## src/lpm_regs.svh

```systemverilog
// Register map, field positions, reset values and timing counts for the power-mode controller
`ifndef LPM_REGS_SVH
`define LPM_REGS_SVH
`define OFS_SYSCTL1 8'h00
`define OFS_SYSCTL2 8'h04
`define OFS_TMRMODE 8'h08
`define OFS_IEN1 8'h0c
`define OFS_IEN2 8'h10
`define OFS_STATUS 8'h14
`define SC1_STBY 7
`define SC1_STS_HI 6
`define SC1_STS_LO 4
`define SC1_LOW_SPEED_ON 3
`define SC1_MCS_HI 1
`define SC1_MCS_LO 0
`define SC2_DIRECT_TRANSFER_ON 3
`define SC2_MEDIUM_SPEED_ON 2
`define SC2_SCS_HI 1
`define SC2_SCS_LO 0
`define TMR_WSEL 3
`define IEN1_W 14
`define IEN2_DT 0
`define SC1_RST 8'h00
`define SC2_RST 8'h00
`define TMR_RST 8'h00
`define IEN1_RST 14'h0000
`define SETTLE_BASE_STATES 8192
`define SETTLE_MAX_SHIFT 3'h4
`define XTAL_MIN_SETTLE_MS 10
`define CNT_W 18
`endif

```

## src/lpm_pkg.sv

```systemverilog
// Types shared by the power-mode controller
package lpm_pkg;
	typedef enum logic [2:0] {
		MODE_ACT_HS,
		MODE_ACT_MS,
		MODE_SUBACT,
		MODE_SLEEP_HS,
		MODE_SLEEP_MS,
		MODE_SUBSLEEP,
		MODE_WATCH,
		MODE_STANDBY
	} mode_e;
	typedef struct packed {
		logic periph;
		logic [7:0] edge_wakeup_inputs;
		logic [3:0] external_request_lines;
		logic timer_a;
	} wake_req_s;
	typedef struct packed {
		logic watch_src;
		logic [1:0] div_sel;
	} clk_cfg_s;
endpackage : lpm_pkg

```

## src/low_power_mode_controller.sv

```systemverilog
// Power-mode sequencer with APB register access
//
// Local design decisions: the APB register port and the register offsets.
`timescale 1ns/100ps
`include "lpm_regs.svh"
`default_nettype none
module low_power_mode_controller #(
	parameter int SETTLE_BASE = `SETTLE_BASE_STATES
) (
	// Clock, reset, enable
	input wire logic pclk,
	input wire logic presetn,
	input wire logic ce,
	// APB slave
	input wire logic psel,
	input wire logic penable,
	input wire logic pwrite,
	input wire logic [7:0] paddr,
	input wire logic [31:0] pwdata,
	output logic [31:0] prdata,
	output logic pready,
	output logic pslverr,
	// CPU side
	input wire logic sleep_exec,
	input wire logic cpu_imask,
	input wire logic timer_a_irq,
	input wire logic periph_irq,
	// Pins
	input wire logic [3:0] ext_req_pin,
	input wire logic [7:0] edge_wake_pin,
	// Mode outputs
	output lpm_pkg::mode_e mode,
	output lpm_pkg::clk_cfg_s cpu_clk,
	output logic cpu_halt,
	output logic periph_stop,
	output logic io_hiz,
	output logic settle_busy,
	output logic wake_exc,
	output logic dt_exc
);
	logic [7:0] sc1_q;
	logic [7:0] sc2_q;
	logic [7:0] tmr_q;
	logic [`IEN1_W-1:0] ien1_q;
	logic ien2_q;
	logic [3:0] ext_meta_q;
	logic [3:0] ext_sync_q;
	logic [7:0] edge_meta_q;
	logic [7:0] edge_sync_q;
	lpm_pkg::mode_e mode_q;
	lpm_pkg::mode_e mode_d;
	lpm_pkg::mode_e target_q;
	lpm_pkg::mode_e target_d;
	logic [`CNT_W-1:0] cnt_q;
	logic [`CNT_W-1:0] cnt_d;
	logic settling_q;
	logic settling_d;
	logic dt_pend_q;
	logic dt_pend_d;
	logic wake_d;
	logic dt_d;
	lpm_pkg::wake_req_s req;
	lpm_pkg::wake_req_s live;
	logic stby;
	logic low_speed_on;
	logic medium_speed_on;
	logic direct_transfer_on;
	logic wsel;
	logic dt_ok;
	logic acc_wr;
	lpm_pkg::mode_e act_tgt;

	// Settling count from the three-bit code
	function automatic logic [`CNT_W-1:0] settle_cnt(input logic [2:0] code);
		logic [2:0] sh;
		sh = code[2] ? `SETTLE_MAX_SHIFT : code;
		settle_cnt = `CNT_W'(SETTLE_BASE << sh);
	endfunction : settle_cnt

	// High-speed or medium-speed variant of a mode, keyed by the medium-speed bit
	function automatic lpm_pkg::mode_e pick(input logic ms, input lpm_pkg::mode_e hs,
		input lpm_pkg::mode_e msm);
		pick = ms ? msm : hs;
	endfunction : pick

	// Modes in which the CPU runs a program
	function automatic logic is_running(input lpm_pkg::mode_e m);
		is_running = (m == lpm_pkg::MODE_ACT_HS) || (m == lpm_pkg::MODE_ACT_MS) || (m == lpm_pkg::MODE_SUBACT);
	endfunction : is_running

	assign stby = sc1_q[`SC1_STBY];
	assign low_speed_on = sc1_q[`SC1_LOW_SPEED_ON];
	assign medium_speed_on = sc2_q[`SC2_MEDIUM_SPEED_ON];
	assign direct_transfer_on = sc2_q[`SC2_DIRECT_TRANSFER_ON];
	assign wsel = tmr_q[`TMR_WSEL];
	assign req.periph = periph_irq;
	assign req.edge_wakeup_inputs = edge_sync_q;
	assign req.external_request_lines = ext_sync_q;
	assign req.timer_a = timer_a_irq;
	// Masked or disabled requests are invisible to every mode
	assign live = cpu_imask ? '0 : (req & ien1_q);
	// Without its enable a direct transfer decays into a plain sleep
	assign dt_ok = direct_transfer_on & ien2_q & ~cpu_imask;
	assign act_tgt = pick(medium_speed_on, lpm_pkg::MODE_ACT_HS, lpm_pkg::MODE_ACT_MS);
	assign acc_wr = psel & penable & pwrite & pready;

	// Pin synchronisers
	always_ff @(posedge pclk or negedge presetn)
	begin
		if (!presetn)
		begin
			ext_meta_q <= '0;
			ext_sync_q <= '0;
			edge_meta_q <= '0;
			edge_sync_q <= '0;
		end
		else if (ce)
		begin
			ext_meta_q <= ext_req_pin;
			ext_sync_q <= ext_meta_q;
			edge_meta_q <= edge_wake_pin;
			edge_sync_q <= edge_meta_q;
		end
	end

	// Next mode
	always_comb
	begin
		mode_d = mode_q;
		target_d = target_q;
		cnt_d = cnt_q;
		settling_d = settling_q;
		dt_pend_d = dt_pend_q;
		wake_d = 1'b0;
		dt_d = 1'b0;
		if (settling_q)
		begin
			// Clock comes back only after the full count
			if (cnt_q == '0)
			begin
				settling_d = 1'b0;
				mode_d = target_q;
				wake_d = ~dt_pend_q;
				dt_d = dt_pend_q;
				dt_pend_d = 1'b0;
			end
			else
				cnt_d = cnt_q - `CNT_W'(1);
		end
		else
		begin
			case (mode_q)
				lpm_pkg::MODE_ACT_HS, lpm_pkg::MODE_ACT_MS:
				begin
					if (sleep_exec)
					begin
						if (dt_ok && !stby && !low_speed_on && (medium_speed_on != (mode_q == lpm_pkg::MODE_ACT_MS)))
						begin
							mode_d = act_tgt;
							dt_d = 1'b1;
						end
						else if (dt_ok && stby && low_speed_on && wsel)
						begin
							mode_d = lpm_pkg::MODE_SUBACT;
							dt_d = 1'b1;
						end
						else if (stby && wsel)
							mode_d = lpm_pkg::MODE_WATCH;
						else if (stby && !low_speed_on)
							mode_d = lpm_pkg::MODE_STANDBY;
						else if (!stby && !low_speed_on)
							mode_d = pick(medium_speed_on, lpm_pkg::MODE_SLEEP_HS, lpm_pkg::MODE_SLEEP_MS);
					end
				end
				lpm_pkg::MODE_SUBACT:
				begin
					if (sleep_exec)
					begin
						if (dt_ok && stby && !low_speed_on && wsel)
						begin
							mode_d = lpm_pkg::MODE_WATCH;
							target_d = act_tgt;
							cnt_d = settle_cnt(sc1_q[`SC1_STS_HI:`SC1_STS_LO]);
							settling_d = 1'b1;
							dt_pend_d = 1'b1;
						end
						else if (stby && wsel)
							mode_d = lpm_pkg::MODE_WATCH;
						else if (!stby && low_speed_on && wsel)
							mode_d = lpm_pkg::MODE_SUBSLEEP;
					end
				end
				lpm_pkg::MODE_SLEEP_HS, lpm_pkg::MODE_SLEEP_MS:
				begin
					if (|live)
					begin
						mode_d = (mode_q == lpm_pkg::MODE_SLEEP_MS) ? lpm_pkg::MODE_ACT_MS
							: lpm_pkg::MODE_ACT_HS;
						wake_d = 1'b1;
					end
				end
				lpm_pkg::MODE_SUBSLEEP:
				begin
					if (live.timer_a || |live.external_request_lines || |live.edge_wakeup_inputs)
					begin
						mode_d = lpm_pkg::MODE_SUBACT;
						wake_d = 1'b1;
					end
				end
				lpm_pkg::MODE_WATCH:
				begin
					if (live.timer_a || live.external_request_lines[0])
					begin
						if (low_speed_on)
						begin
							mode_d = lpm_pkg::MODE_SUBACT;
							wake_d = 1'b1;
						end
						else
						begin
							// Fast clock only returns once the oscillator has settled
							target_d = act_tgt;
							cnt_d = settle_cnt(sc1_q[`SC1_STS_HI:`SC1_STS_LO]);
							settling_d = 1'b1;
						end
					end
				end
				lpm_pkg::MODE_STANDBY:
				begin
					// Only the two lowest request lines restart the oscillator
					if (|live.external_request_lines[1:0])
					begin
						target_d = act_tgt;
						cnt_d = settle_cnt(sc1_q[`SC1_STS_HI:`SC1_STS_LO]);
						settling_d = 1'b1;
					end
				end
				default:
					mode_d = lpm_pkg::MODE_ACT_HS;
			endcase
		end
	end

	// Mode state; the reset pin returns every mode to high-speed active
	always_ff @(posedge pclk or negedge presetn)
	begin
		if (!presetn)
		begin
			mode_q <= lpm_pkg::MODE_ACT_HS;
			target_q <= lpm_pkg::MODE_ACT_HS;
			cnt_q <= '0;
			settling_q <= 1'b0;
			dt_pend_q <= 1'b0;
		end
		else if (ce)
		begin
			mode_q <= mode_d;
			target_q <= target_d;
			cnt_q <= cnt_d;
			settling_q <= settling_d;
			dt_pend_q <= dt_pend_d;
		end
	end

	// Registered mode outputs, decoded from the next state
	always_ff @(posedge pclk or negedge presetn)
	begin
		if (!presetn)
		begin
			mode <= lpm_pkg::MODE_ACT_HS;
			cpu_clk <= '0;
			cpu_halt <= 1'b0;
			periph_stop <= 1'b0;
			io_hiz <= 1'b0;
			settle_busy <= 1'b0;
		end
		else if (ce)
		begin
			mode <= mode_d;
			settle_busy <= settling_d;
			// The CPU keeps its clock only in the three running modes
			cpu_halt <= !is_running(mode_d);
			// Peripherals stop in watch, subsleep and standby; timer A still wakes watch and subsleep, but standby ignores it
			periph_stop <= (mode_d == lpm_pkg::MODE_WATCH) || (mode_d == lpm_pkg::MODE_SUBSLEEP)
				|| (mode_d == lpm_pkg::MODE_STANDBY);
			io_hiz <= (mode_d == lpm_pkg::MODE_STANDBY);
			case (mode_d)
				lpm_pkg::MODE_SUBACT, lpm_pkg::MODE_SUBSLEEP, lpm_pkg::MODE_WATCH:
					cpu_clk <= '{watch_src: 1'b1, div_sel: sc2_q[`SC2_SCS_HI:`SC2_SCS_LO]};
				lpm_pkg::MODE_ACT_MS, lpm_pkg::MODE_SLEEP_MS:
					cpu_clk <= '{watch_src: 1'b0, div_sel: sc1_q[`SC1_MCS_HI:`SC1_MCS_LO]};
				default:
					cpu_clk <= '0;
			endcase
		end
	end

	// Exception pulses: one cycle each, launched with the mode change
	always_ff @(posedge pclk or negedge presetn)
	begin
		if (!presetn)
		begin
			wake_exc <= 1'b0;
			dt_exc <= 1'b0;
		end
		else if (ce)
		begin
			wake_exc <= wake_d;
			dt_exc <= dt_d;
		end
	end

	// Control registers
	always_ff @(posedge pclk or negedge presetn)
	begin
		if (!presetn)
		begin
			sc1_q <= `SC1_RST;
			sc2_q <= `SC2_RST;
			tmr_q <= `TMR_RST;
			ien1_q <= `IEN1_RST;
			ien2_q <= 1'b0;
		end
		else if (ce && acc_wr)
		begin
			case (paddr)
				`OFS_SYSCTL1:
					sc1_q <= pwdata[7:0];
				`OFS_SYSCTL2:
				begin
					sc2_q[7:`SC2_SCS_HI+1] <= pwdata[7:`SC2_SCS_HI+1];
					// Divider is frozen while the CPU runs from it in subactive mode
					if (mode_q != lpm_pkg::MODE_SUBACT)
						sc2_q[`SC2_SCS_HI:`SC2_SCS_LO] <= pwdata[`SC2_SCS_HI:`SC2_SCS_LO];
				end
				`OFS_TMRMODE:
					tmr_q <= pwdata[7:0];
				`OFS_IEN1:
					ien1_q <= pwdata[`IEN1_W-1:0];
				`OFS_IEN2:
					ien2_q <= pwdata[`IEN2_DT];
				default:
					sc1_q <= sc1_q;
			endcase
		end
	end

	// APB answer: ready one cycle after setup, data latched at setup
	always_ff @(posedge pclk or negedge presetn)
	begin
		if (!presetn)
		begin
			pready <= 1'b0;
			pslverr <= 1'b0;
			prdata <= '0;
		end
		else if (ce)
		begin
			pready <= psel & ~penable;
			pslverr <= 1'b0;
			prdata <= '0;
			if (psel && !penable)
			begin
				case (paddr)
					`OFS_SYSCTL1:
						prdata <= {24'h000000, sc1_q};
					`OFS_SYSCTL2:
						prdata <= {24'h000000, sc2_q};
					`OFS_TMRMODE:
						prdata <= {24'h000000, tmr_q};
					`OFS_IEN1:
						prdata <= {18'h00000, ien1_q};
					`OFS_IEN2:
						prdata <= {31'h00000000, ien2_q};
					`OFS_STATUS:
						prdata <= {28'h0000000, settling_q, mode_q};
					default:
						pslverr <= 1'b1;
				endcase
			end
		end
	end
endmodule : low_power_mode_controller
`default_nettype wire

```

## config.mk

```make
export PLATFORM = sky130hd
export DESIGN_NAME = low_power_mode_controller
export DESIGN_NICKNAME = d
export VERILOG_FILES = /design/src/lpm_pkg.sv /design/src/low_power_mode_controller.sv
export VERILOG_INCLUDE_DIRS = /design/src
export SDC_FILE = /design/constraint.sdc
export NUM_CORES = 1
export LEC_CHECK = 0
export BUFFER_PORTS_ARGS = -buffer_cell sky130_fd_sc_hd__buf_4
export CORE_MARGIN = 8
export CORE_UTILIZATION = 30
export CTS_CLUSTER_DIAMETER = 60
export DETAILED_ROUTE_END_ITERATION = 7
export MAX_ROUTING_LAYER = met4
export SYNTH_ARGS = -nofsm -noshare
export SYNTH_HDL_FRONTEND = slang
export SYNTH_SLANG_ARGS = --single-unit
```

## constraint.sdc

```tcl
create_clock -name pclk -period 3.57 [get_ports pclk]
set_clock_uncertainty 0.2 [all_clocks]
set_input_delay 0.1785 -clock pclk [delete_from_list [all_inputs] [get_ports pclk]]
set_output_delay 0.1785 -clock pclk [all_outputs]
set_load 0.02 [all_outputs]
```

======== After elaboration in Yosys (flattened, before gate mapping) ========
Cells that the tools add are included.
storage, ports and cells
  output and inout port bits .............. 46
  bits of input ports ..................... 62
  word-level logic and storage cells ...... 190
  register bits ........................... 131
operators by class
  bitwise gates (word level) .............. 11
  shift operators ......................... 1
  muxes and demuxes ....................... 67
  reduce and logical (&&, ||, !) cells .... 53
  $add $sub $neg .......................... 1
  eq/ne operators ......................... 32
operators with widths
  operator                                            count
  two-way mux 18 bit                                  7
  case mux 14 bit (6 select lines)                    1
  two-way mux 3 bit                                   23
  case mux 18 bit (3 select lines)                    1
  two-way mux 32 bit                                  1
  two-way mux 1 bit                                   28
  == test 3 bit, second input constant                8
  zero test 18 bit                                    1
  left shift 14 x 3 -> 18 bit, first input constant   1
  subtractor 18 x 1 -> 18 bit, second input constant  1
  == test 8 x 4 -> 1 bit, second input constant       2
  == test 8 x 5 -> 1 bit, second input constant       2
  AND reduction 8 bit                                 2
  logical AND 1 bit                                   15
  != test 3 bit, second input constant                5
  case mux 3 bit (5 select lines)                     1
  AND 14 bit                                          1
  two-way mux 14 bit                                  1
  OR reduction 14 bit                                 1
  != test 2 bit, second input constant                6
  AND reduction 2 bit                                 5
  == test 3 x 2 -> 1 bit, second input constant       3
  case mux 3 bit (3 select lines)                     1
  == test 8 x 3 -> 1 bit, second input constant       1
  other kinds (22)                                    47

======== Depth between registers and ports, before layout ========
Gate-level depths: netlist of run 1.
  depth in word-level cells ............... 14
  mapped depth ............................ 11
  mapped depth without buffers ............ 10

======== Least setup slack after synthesis of run 1 ========
Ideal clock, no wire load.
  path kind ............................... reg-to-reg
  from .................................... register cnt_q[0]
  to ...................................... register cpu_clk[1] in the netlist's numbering
  stages on the path, launching flop included .. 11
  data required time ...................... 3.235 ns
  path slack .............................. 1.004 ns
  buffers on the path ..................... 0
  library setup time ...................... 0.135 ns
  data arrival time ....................... 2.231 ns
  period minus slack after synthesis ...... 2.566 ns
  cells stage by stage .................... dfrtp_1 inv_1 ha_1 or3b_1 nor3_2 nand4_2 mux2i_1 a32o_4 a21boi_2 a2bb2oi_1 o21ai_1
on the way
  cells in the longest elaborated chain, start to end .. 6
  elaborated cells on any way between the ends .. 11
  classes of those cells .................. 5 x eq/ne; 3 x mux; 3 x reduce/logical
RTL lines
  item                                                      line                              source
  start: declaration                                        low_power_mode_controller.sv:54   logic [`CNT_W-1:0] cnt_q;
  start signal: assignment                                  low_power_mode_controller.sv:259  cnt_q <= cnt_d;
  zero test 18 bit (*)                                      low_power_mode_controller.sv:139  if (cnt_q == '0)
  two-way mux 3 bit (*)                                     low_power_mode_controller.sv:139
  two-way mux 3 bit (*)                                     low_power_mode_controller.sv:136  if (settling_q)
  == test 3 x 2 -> 1 bit, or another cell as far along      low_power_mode_controller.sv:287  case (mode_d)
  OR reduction 3 bit or OR reduction 2 bit (tied branches)  low_power_mode_controller.sv:287
  case mux 3 bit (2 select lines) (*)                       low_power_mode_controller.sv:287
  end signal: assignment                                    low_power_mode_controller.sv:289  cpu_clk <= '{watch_src: 1'b1, div_sel: sc2_q[`SC2_SCS_HI:`SC2_SCS_LO]};
  end signal: assignment                                    low_power_mode_controller.sv:291  cpu_clk <= '{watch_src: 1'b0, div_sel: sc1_q[`SC1_MCS_HI:`SC1_MCS_LO]};
  end: declaration                                          low_power_mode_controller.sv:33   output lpm_pkg::clk_cfg_s cpu_clk,
Mark *: on every way between the ends. The rest lies on a longest branch, timed or not.
A chain may end at the register's enable or synchronous reset.

======== Worst setup path after layout of run 1 ========
  from .................................... register cnt_q[0]
  to ...................................... register cpu_clk[0] in the netlist's numbering
Same word-level chain as after synthesis.

==> results of run 1 <==
[power by group through the flow]
stage               combinational [mW]  sequential, mW  clock, mW
CTS                               1.21            1.64       1.07
detailed placement                1.18            1.67          0
floorplan                        0.872            1.61          0
finish                            1.20            1.64       1.04
global placement                  1.14            1.66          0
global route                      1.33            1.68       1.12
[how the worst min path moves through the flow]
stage	end	startpoint	cells past startpoint	slack (ps)
4_1_cts	pready	psel	3	40
2_1_floorplan	cnt_q[0]	presetn	0	-320
3_3_place_gp	sc2_q[4]	presetn	2	110
6_report	prdata[0]	paddr[1]	4	50
5_1_grt	prdata[0]	paddr[1]	4	70
3_5_place_dp	prdata[6]	presetn	2	110
[flip-flops by register name (all words and copies together), names as in the netlist, 8 cells and up]
register / flops
edge_meta_q: 8
prdata: 14
sc2_q: 8
edge_sync_q: 8
ien1_q: 14
sc1_q: 8
cnt_q: 18
tmr_q: 8
[logic make-up (layout without fill, tap and decap cells)]
family	after synthesis	count (layout)	share of synthesized area
AOI/OAI and AO/OA	121	121	0.145
other	1	18	0.000660
buffers and inverters	76	155	0.0645
DFF	111	111	0.489
and+or+nand+nor	132	132	0.127
adders and majority gates	1	1	0.00220
muxes	81	81	0.166
xor gates and xnor gates	3	3	0.00595
[synthesized netlist by cell type, types with 6 or more instances]
| cell type | instances | share of area |
|---|---|---|
| o21ai_0 | 20 | 0.018 |
| nand2_1 | 37 | 0.024 |
| buf_4 | 20 | 0.026 |
| o21ai_1 | 15 | 0.013 |
| nor3_1 | 6 | 0.0053 |
| a21oi_1 | 20 | 0.018 |
| a22oi_1 | 9 | 0.012 |
| nand2b_1 | 6 | 0.0066 |
| clkbuf_1 | 15 | 0.0099 |
| o22ai_1 | 12 | 0.013 |
| nand3_1 | 12 | 0.011 |
| nor2_1 | 23 | 0.015 |
| mux2_2 | 65 | 0.13 |
| mux2i_1 | 11 | 0.019 |
| inv_1 | 30 | 0.020 |
| dfrtp_1 | 111 | 0.49 |
[metal layers]
layer	track usage	vias up	wire (um)
met4	0.0341	0	179
met2	0.210	137	7070
li1	-	2052	-
met3	0.0334	13	749
met1	0.154	2158	6420
met5	-	-	0
[area by class of cell]
class / instances / area (sq um)
clock inverters: 7 / 82.6
clock buffers: 9 / 225
well taps: 234 / 293
repair buffers: 106 / 878
fillers: 1803 / 11700
multi-input cells: 356 / 2600
flip-flops and latches: 111 / 2780
inverters: 33 / 124
[metrics by stage]
stage / power, mW / setup slack, ps / util
global route: 4.14 / 417 / 0.375
floorplan: 2.49 / 1000 / -
detailed placement: 2.85 / 667 / 0.343
global placement: 2.80 / 718 / 0.343
CTS: 3.92 / 636 / 0.375
finish: 3.88 / 661 / 0.375
[worst max-delay path: stages, from the launching register on]
cell and delay, ps:
dfrtp_1 410, inv_1 70, ha_1 180, or3b_1 400, nor3_2 270, nand4_2 260, mux2i_1 190, a32o_4 330
a21boi_2 200, a2bb2oi_1 180, o21ai_1 80
==> impl_metrics.csv, run 1 <==
group,metric,value,unit
outcome,outcome,"finished, final reports clean",
timing,slew-limit-headroom,0.485,
pwr,p_comb_frac,0.309,
clock_tree,cts_buffers,9,
timing,setup_viol,0,
synthesis,mappedNetlistArea,5680,sq um
timing,slew_violations,0,
worst_setup_path,ff2ff_setup_slack,660,ps
place,place_area,6390,sq um
synthesis,async_flop_share,1.00,
detailed_routing,via_per_inst,5.09,
worst_setup_path,cp-startpoint,"cnt_q[0]",
worst_setup_path,endpoint,"cpu_clk[0]",
pwr,p_sw,1.44,mW
cells_and_area,fin_nets,680,
worst_setup_path,reg2reg_to,"cpu_clk[0]",
detailed_routing,dr.first_iter.drc_count,455,
grt,grt_max_degree,112,
synthesis,synthCells,526,
grt,grt_pass1_wl,23900,um
worst_setup_path,cp_max_fo,7,
detailed_routing,firstDrtPassIters,7,
place,place_congestion,0.854,
pwr,power_density,556,nW/um^2
floorplanning,initial_core_util,0.305,
timing,fmax,0.344,GHz
pwr,leakagePower,3.09,nW
clock_tree,cts.htree.levels,3,
synthesis,synth_edf_count,0,
detailed_routing,drt_wl_total,14400,um
detailed_routing,route.detailed.drc,0,
cells_and_area,instances_no_fill,856,
grt,grt_pass1_vias,4507,
place,dp.cells,812,
worst_setup_path,crit_path_start_kind,"flop",
worst_setup_path,end_kind,"flop",
synthesis,synth-main-ff-cell,"dfrtp_1",
timing,setup_tns,0,ps
worst_hold_path,holdCritPathClass,"primary input to flop",
worst_setup_path,r2r_cells,10,
clock_tree,cts.sink_count,111,
timing,min_period,2910,ps
detailed_routing,antenna_left,0,
floorplanning,die_x,154,um
floorplanning,rows,50,
floorplanning,core,18600,sq um
grt,antenna_found_initial,0,
detailed_routing,routedWlPerCell,16.8,um
worst_setup_path,arrival,2940,ps
timing,tightest_slew,766,ps
grt,grt_usage,0.128,
cells_and_area,synthToLayoutAreaGrowth,22.9,%
clock_tree,tritoncts,"built",
pwr,seqPwrFrac,0.423,
pwr,p_clk_frac,0.267,
cells_and_area,layout_common_cells,"dfrtp_1 (111), buf_4 (77), mux2_2 (65), nand2_1 (37), inv_1 (30)",
worst_setup_path,path_class,"flop to flop",
cells_and_area,antenna_cells,0,
floorplanning,pin_count,108,
clock_tree,clk_pin_slew,90,ps
clock_tree,root_buffer,"clkbuf_16",
run,maxCapViolations,0,
detailed_routing,vias,4360,
synthesis,yosysWarningCount,0,
clock_tree,cts_hold_buf,28,
clock_tree,ctsLongestPathBuffers,2,
place,hpwl,10500,um
pwr,p_int,2.44,mW
worst_setup_path,cp.required,3610,ps
clock_tree,cts_resized,0,
synthesis,synth_seq_cells,111,
cells_and_area,final_common_cell,"dfrtp_1",
place,io_buffers,71,
timing,hold_violations,0,
worst_setup_path,r2r-start,"cnt_q[0]",
clock_tree,insertion_delay,360,ps
clock_tree,cts_setup_buffers,0,
timing,rsz0062_at_grt,"false",
floorplanning,die-area,23600,sq um
floorplanning,die_h,154,um
timing,whs,49.7,ps
pwr,vdd.ir_drop.worst,249,uV
pwr,switching_share,0.372,
grt,grt_overflow_total,0,
synthesis,synth.avg_cell_area,10.8,sq um
synthesis,synth.distinct_cells,74,
cells_and_area,final_area,6980,sq um
synthesis,yosysSeqAreaShare,0.489,
cells_and_area,drive_gt1_frac,0.296,
timing,finalCritPeriodShare,0.815,
(Power assumes the default switching activity.)
==> run 2, diff against run 1 <==
Settings changed: ABC_AREA set to 1.
Clock period 3.57 ns to 2.55 ns, I/O delays scaled along.
==> run 2 against run 1 <==
  * Non-clock buffer count is 20 higher
  * Wire length up 7.7%
  * Critical path type unchanged
  * Die area grew 1.6%
  * Largest power group unchanged
  * Critical path depth grew 4
==> impl_metrics.csv, run 2 <==
group,metric,value,unit
outcome,outcome,"finished, final reports clean",
synthesis,mappedNetlistArea,5790,sq um
place,io_buffers,71,
clock_tree,ctsLongestPathBuffers,2,
floorplanning,initial_core_util,0.301,
synthesis,ys_top_cells_by_area,"dfrtp_1 (48%), nand2_1 (14%), o21ai_0 (6.1%), inv_1 (4.3%), nor2_1 (3.8%)",
pwr,vdd.ir_drop.worst,327,uV
worst_setup_path,cp_max_fo,6,
cells_and_area,drive_gt1_frac,0.179,
clock_tree,tritoncts,"built",
clock_tree,cts.sink_count,111,
timing,tightest_slew,775,ps
grt,grt_max_degree,53,
worst_hold_path,hold_end,"ien2_q",
timing,setup_viol,0,
synthesis,yosysSeqAreaShare,0.480,
worst_setup_path,arrival,2410,ps
worst_hold_path,holdPathStages,4,
timing,whs,46.1,ps
floorplanning,die_x,155,um
cells_and_area,regMostFlops,"cnt_q",
timing,min_period,2360,ps
synthesis,synth.avg_cell_area,7.95,sq um
place,hpwl,11500,um
clock_tree,clk_pin_slew,80,ps
cells_and_area,fin_nets,905,
detailed_routing,vias,5080,
run,maxCapViolations,0,
worst_setup_path,path_class,"flop to flop",
timing,slew-limit-headroom,0.482,
detailed_routing,via_per_inst,4.57,
synthesis,synthCells,728,
grt,grt_pass1_wl,25500,um
worst_setup_path,end_kind,"flop",
detailed_routing,drt_wl_total,15500,um
timing,fmax,0.423,GHz
clock_tree,cts.htree.levels,3,
timing,hold_violations,0,
detailed_routing,routedWlPerCell,14.0,um
synthesis,synth_seq_cells,111,
worst_hold_path,worstHoldStart,"paddr[4]",
synthesis,async_flop_share,1.00,
worst_setup_path,cp_slowest_cell,"dfrtp_1",
floorplanning,core,19200,sq um
grt,grt_usage,0.136,
synthesis,yosys.area.top_type,"dfrtp_1",
cells_and_area,largest_reg_flops,18,
clock_tree,cts_buffers,9,
cells_and_area,synthToLayoutAreaGrowth,26.2,%
worst_setup_path,reg2reg_to,"cnt_q[12]",
detailed_routing,dr.first_iter.drc_count,359,
worst_setup_path,crit_path_start_kind,"flop",
synthesis,yosysWarningCount,0,
worst_setup_path,critical_path.top_delay_family,"simple AND/OR/NAND/NOR gates",
detailed_routing,antenna_left,0,
timing,finalCritPeriodShare,0.926,
floorplanning,die-area,24000,sq um
cells_and_area,antenna_cells,0,
pwr,leakagePower,3.61,nW
floorplanning,die_h,155,um
grt,antenna_found_initial,0,
timing,setup_tns,0,ps
detailed_routing,firstDrtPassIters,5,
timing,slew_violations,0,
worst_hold_path,holdCritPathClass,"primary input to flop",
pwr,power_density,757,nW/um^2
floorplanning,pin_count,108,
floorplanning,rows,51,
clock_tree,root_buffer,"clkbuf_16",
worst_setup_path,path_buf_inv,4,
cells_and_area,layout_common_cells,"nand2_1 (221), dfrtp_1 (111), buf_4 (94), o21ai_0 (68), inv_1 (64)",
synthesis,synth-main-ff-cell,"dfrtp_1",
worst_setup_path,r2r-start,"cnt_q[1]",
cells_and_area,final_common_cell,"nand2_1",
synthesis,synth_commonest_cells,"nand2_1 (221), dfrtp_1 (111), o21ai_0 (70)",
synthesis,synth_edf_count,0,
place,place_congestion,0.874,
grt,grt_pass1_vias,5052,
cells_and_area,top_regs,"cnt_q (18), ien1_q (14), prdata (14)",
synthesis,yosysTopAreaCellShare,0.480,
worst_setup_path,r2r_cells,14,
worst_setup_path,cp_cell_sequence,"inv_1 > ha_4 > nand2_1 > nor3_2 > nand4_1 > inv_2 > o21ai_4 > nand2_4 > buf_12 > nor2_4 > inv_1 > o21ai_1 > nand2_1 > nor2_1",
timing,rsz0062_at_grt,"false",
cells_and_area,n_fill_cell,2026,
synthesis,yosysMostFrequentCell,"nand2_1",
synthesis,synth.distinct_cells,48,
worst_setup_path,cp.required,2600,ps
pwr,finalPower,5.53,mW
detailed_routing,route.detailed.drc,0,
worst_setup_path,ff2ff_setup_slack,190,ps
grt,grt_overflow_total,0,
worst_setup_path,slowest_delay,380,ps
clock_tree,insertion_delay,370,ps
## run 2: where the power goes
part	switching (mW)	internal [mW]	total, mW
Sequential	0.217	1.97	2.18
Combinational	1.15	0.748	1.90
Clock	0.740	0.702	1.44
## run 2: per-layer routing
metal / share of wire / GRT usage / vias to the layer above
li1: - / - / 2588
met5: 0 / - / -
met4: 0.013 / 0.0387 / 0
met1: 0.49 / 0.177 / 2388
met3: 0.033 / 0.0252 / 12
met2: 0.47 / 0.213 / 92
## run 2: how the worst max path moves through the flow
stage / start / slack, ps / cells after the start / end
3_5_place_dp: cnt_q[0] / 150 / 13 / cnt_q[9]
2_1_floorplan: mode[0] / 510 / 13 / cnt_q[9]
4_1_cts: cnt_q[0] / 150 / 13 / cnt_q[9]
6_report: cnt_q[1] / 190 / 14 / cnt_q[12]
3_3_place_gp: cnt_q[0] / 220 / 13 / cnt_q[9]
5_1_grt: cnt_q[1] / 5 / 11 / periph_stop
## run 2: layout make-up
cell class / instances / area, sq um / share of cell area
flip-flops and latches: 111 / 2780 / 0.380
multi-input cells: 520 / 2560 / 0.350
repair buffers: 126 / 1050 / 0.143
well taps: 265 / 332 / 0.0454
inverters: 74 / 284 / 0.0389
clock buffers: 9 / 225 / 0.0308
clock inverters: 7 / 80.1 / 0.0110
## run 2: timing repair
action / 4_1_cts / 5_1_grt
hold buffers: 30 / 0
endpoints found under the hold margin: 103 / 0
setup buffers: 0 / 8
resized for setup: 0 / 7
endpoints found under the setup margin: 0 / 8
## run 2: worst register-to-register path, cell delays in order, from the launching register on
cell	delay [ps]
dfrtp_1	380
inv_1	120
ha_4	170
nand2_1	90
nor3_2	240
nand4_1	250
inv_2	160
o21ai_4	80
nand2_4	190
buf_12	130
nor2_4	30
inv_1	70
o21ai_1	50
nand2_1	50
nor2_1	40
## run 2: logic make-up (layout without fill, tap and decap cells)
kind of cell,Yosys count,in the layout,synth area share
xor gates and xnor gates,7,7,0.0106
and+or+nand+nor,362,363,0.270
adders and majority gates,1,1,0.00216
other,1,18,0.000648
AOI/OAI and AO/OA,125,125,0.131
muxes,6,6,0.0117
buffers and inverters,115,216,0.0932
DFF,111,111,0.480
## run 2: metrics by stage
stage | area (sq um) | utilization | worst slack, ps | cells
floorplan | 5850 | - | 511 | 745
global placement | 6600 | 0.344 | 219 | 1057
detailed placement | 6600 | 0.344 | 155 | 1057
CTS | 7210 | 0.375 | 147 | 1103
global route | 7300 | 0.380 | 5.12 | 1112
finish | 7300 | 0.380 | 188 | 1112
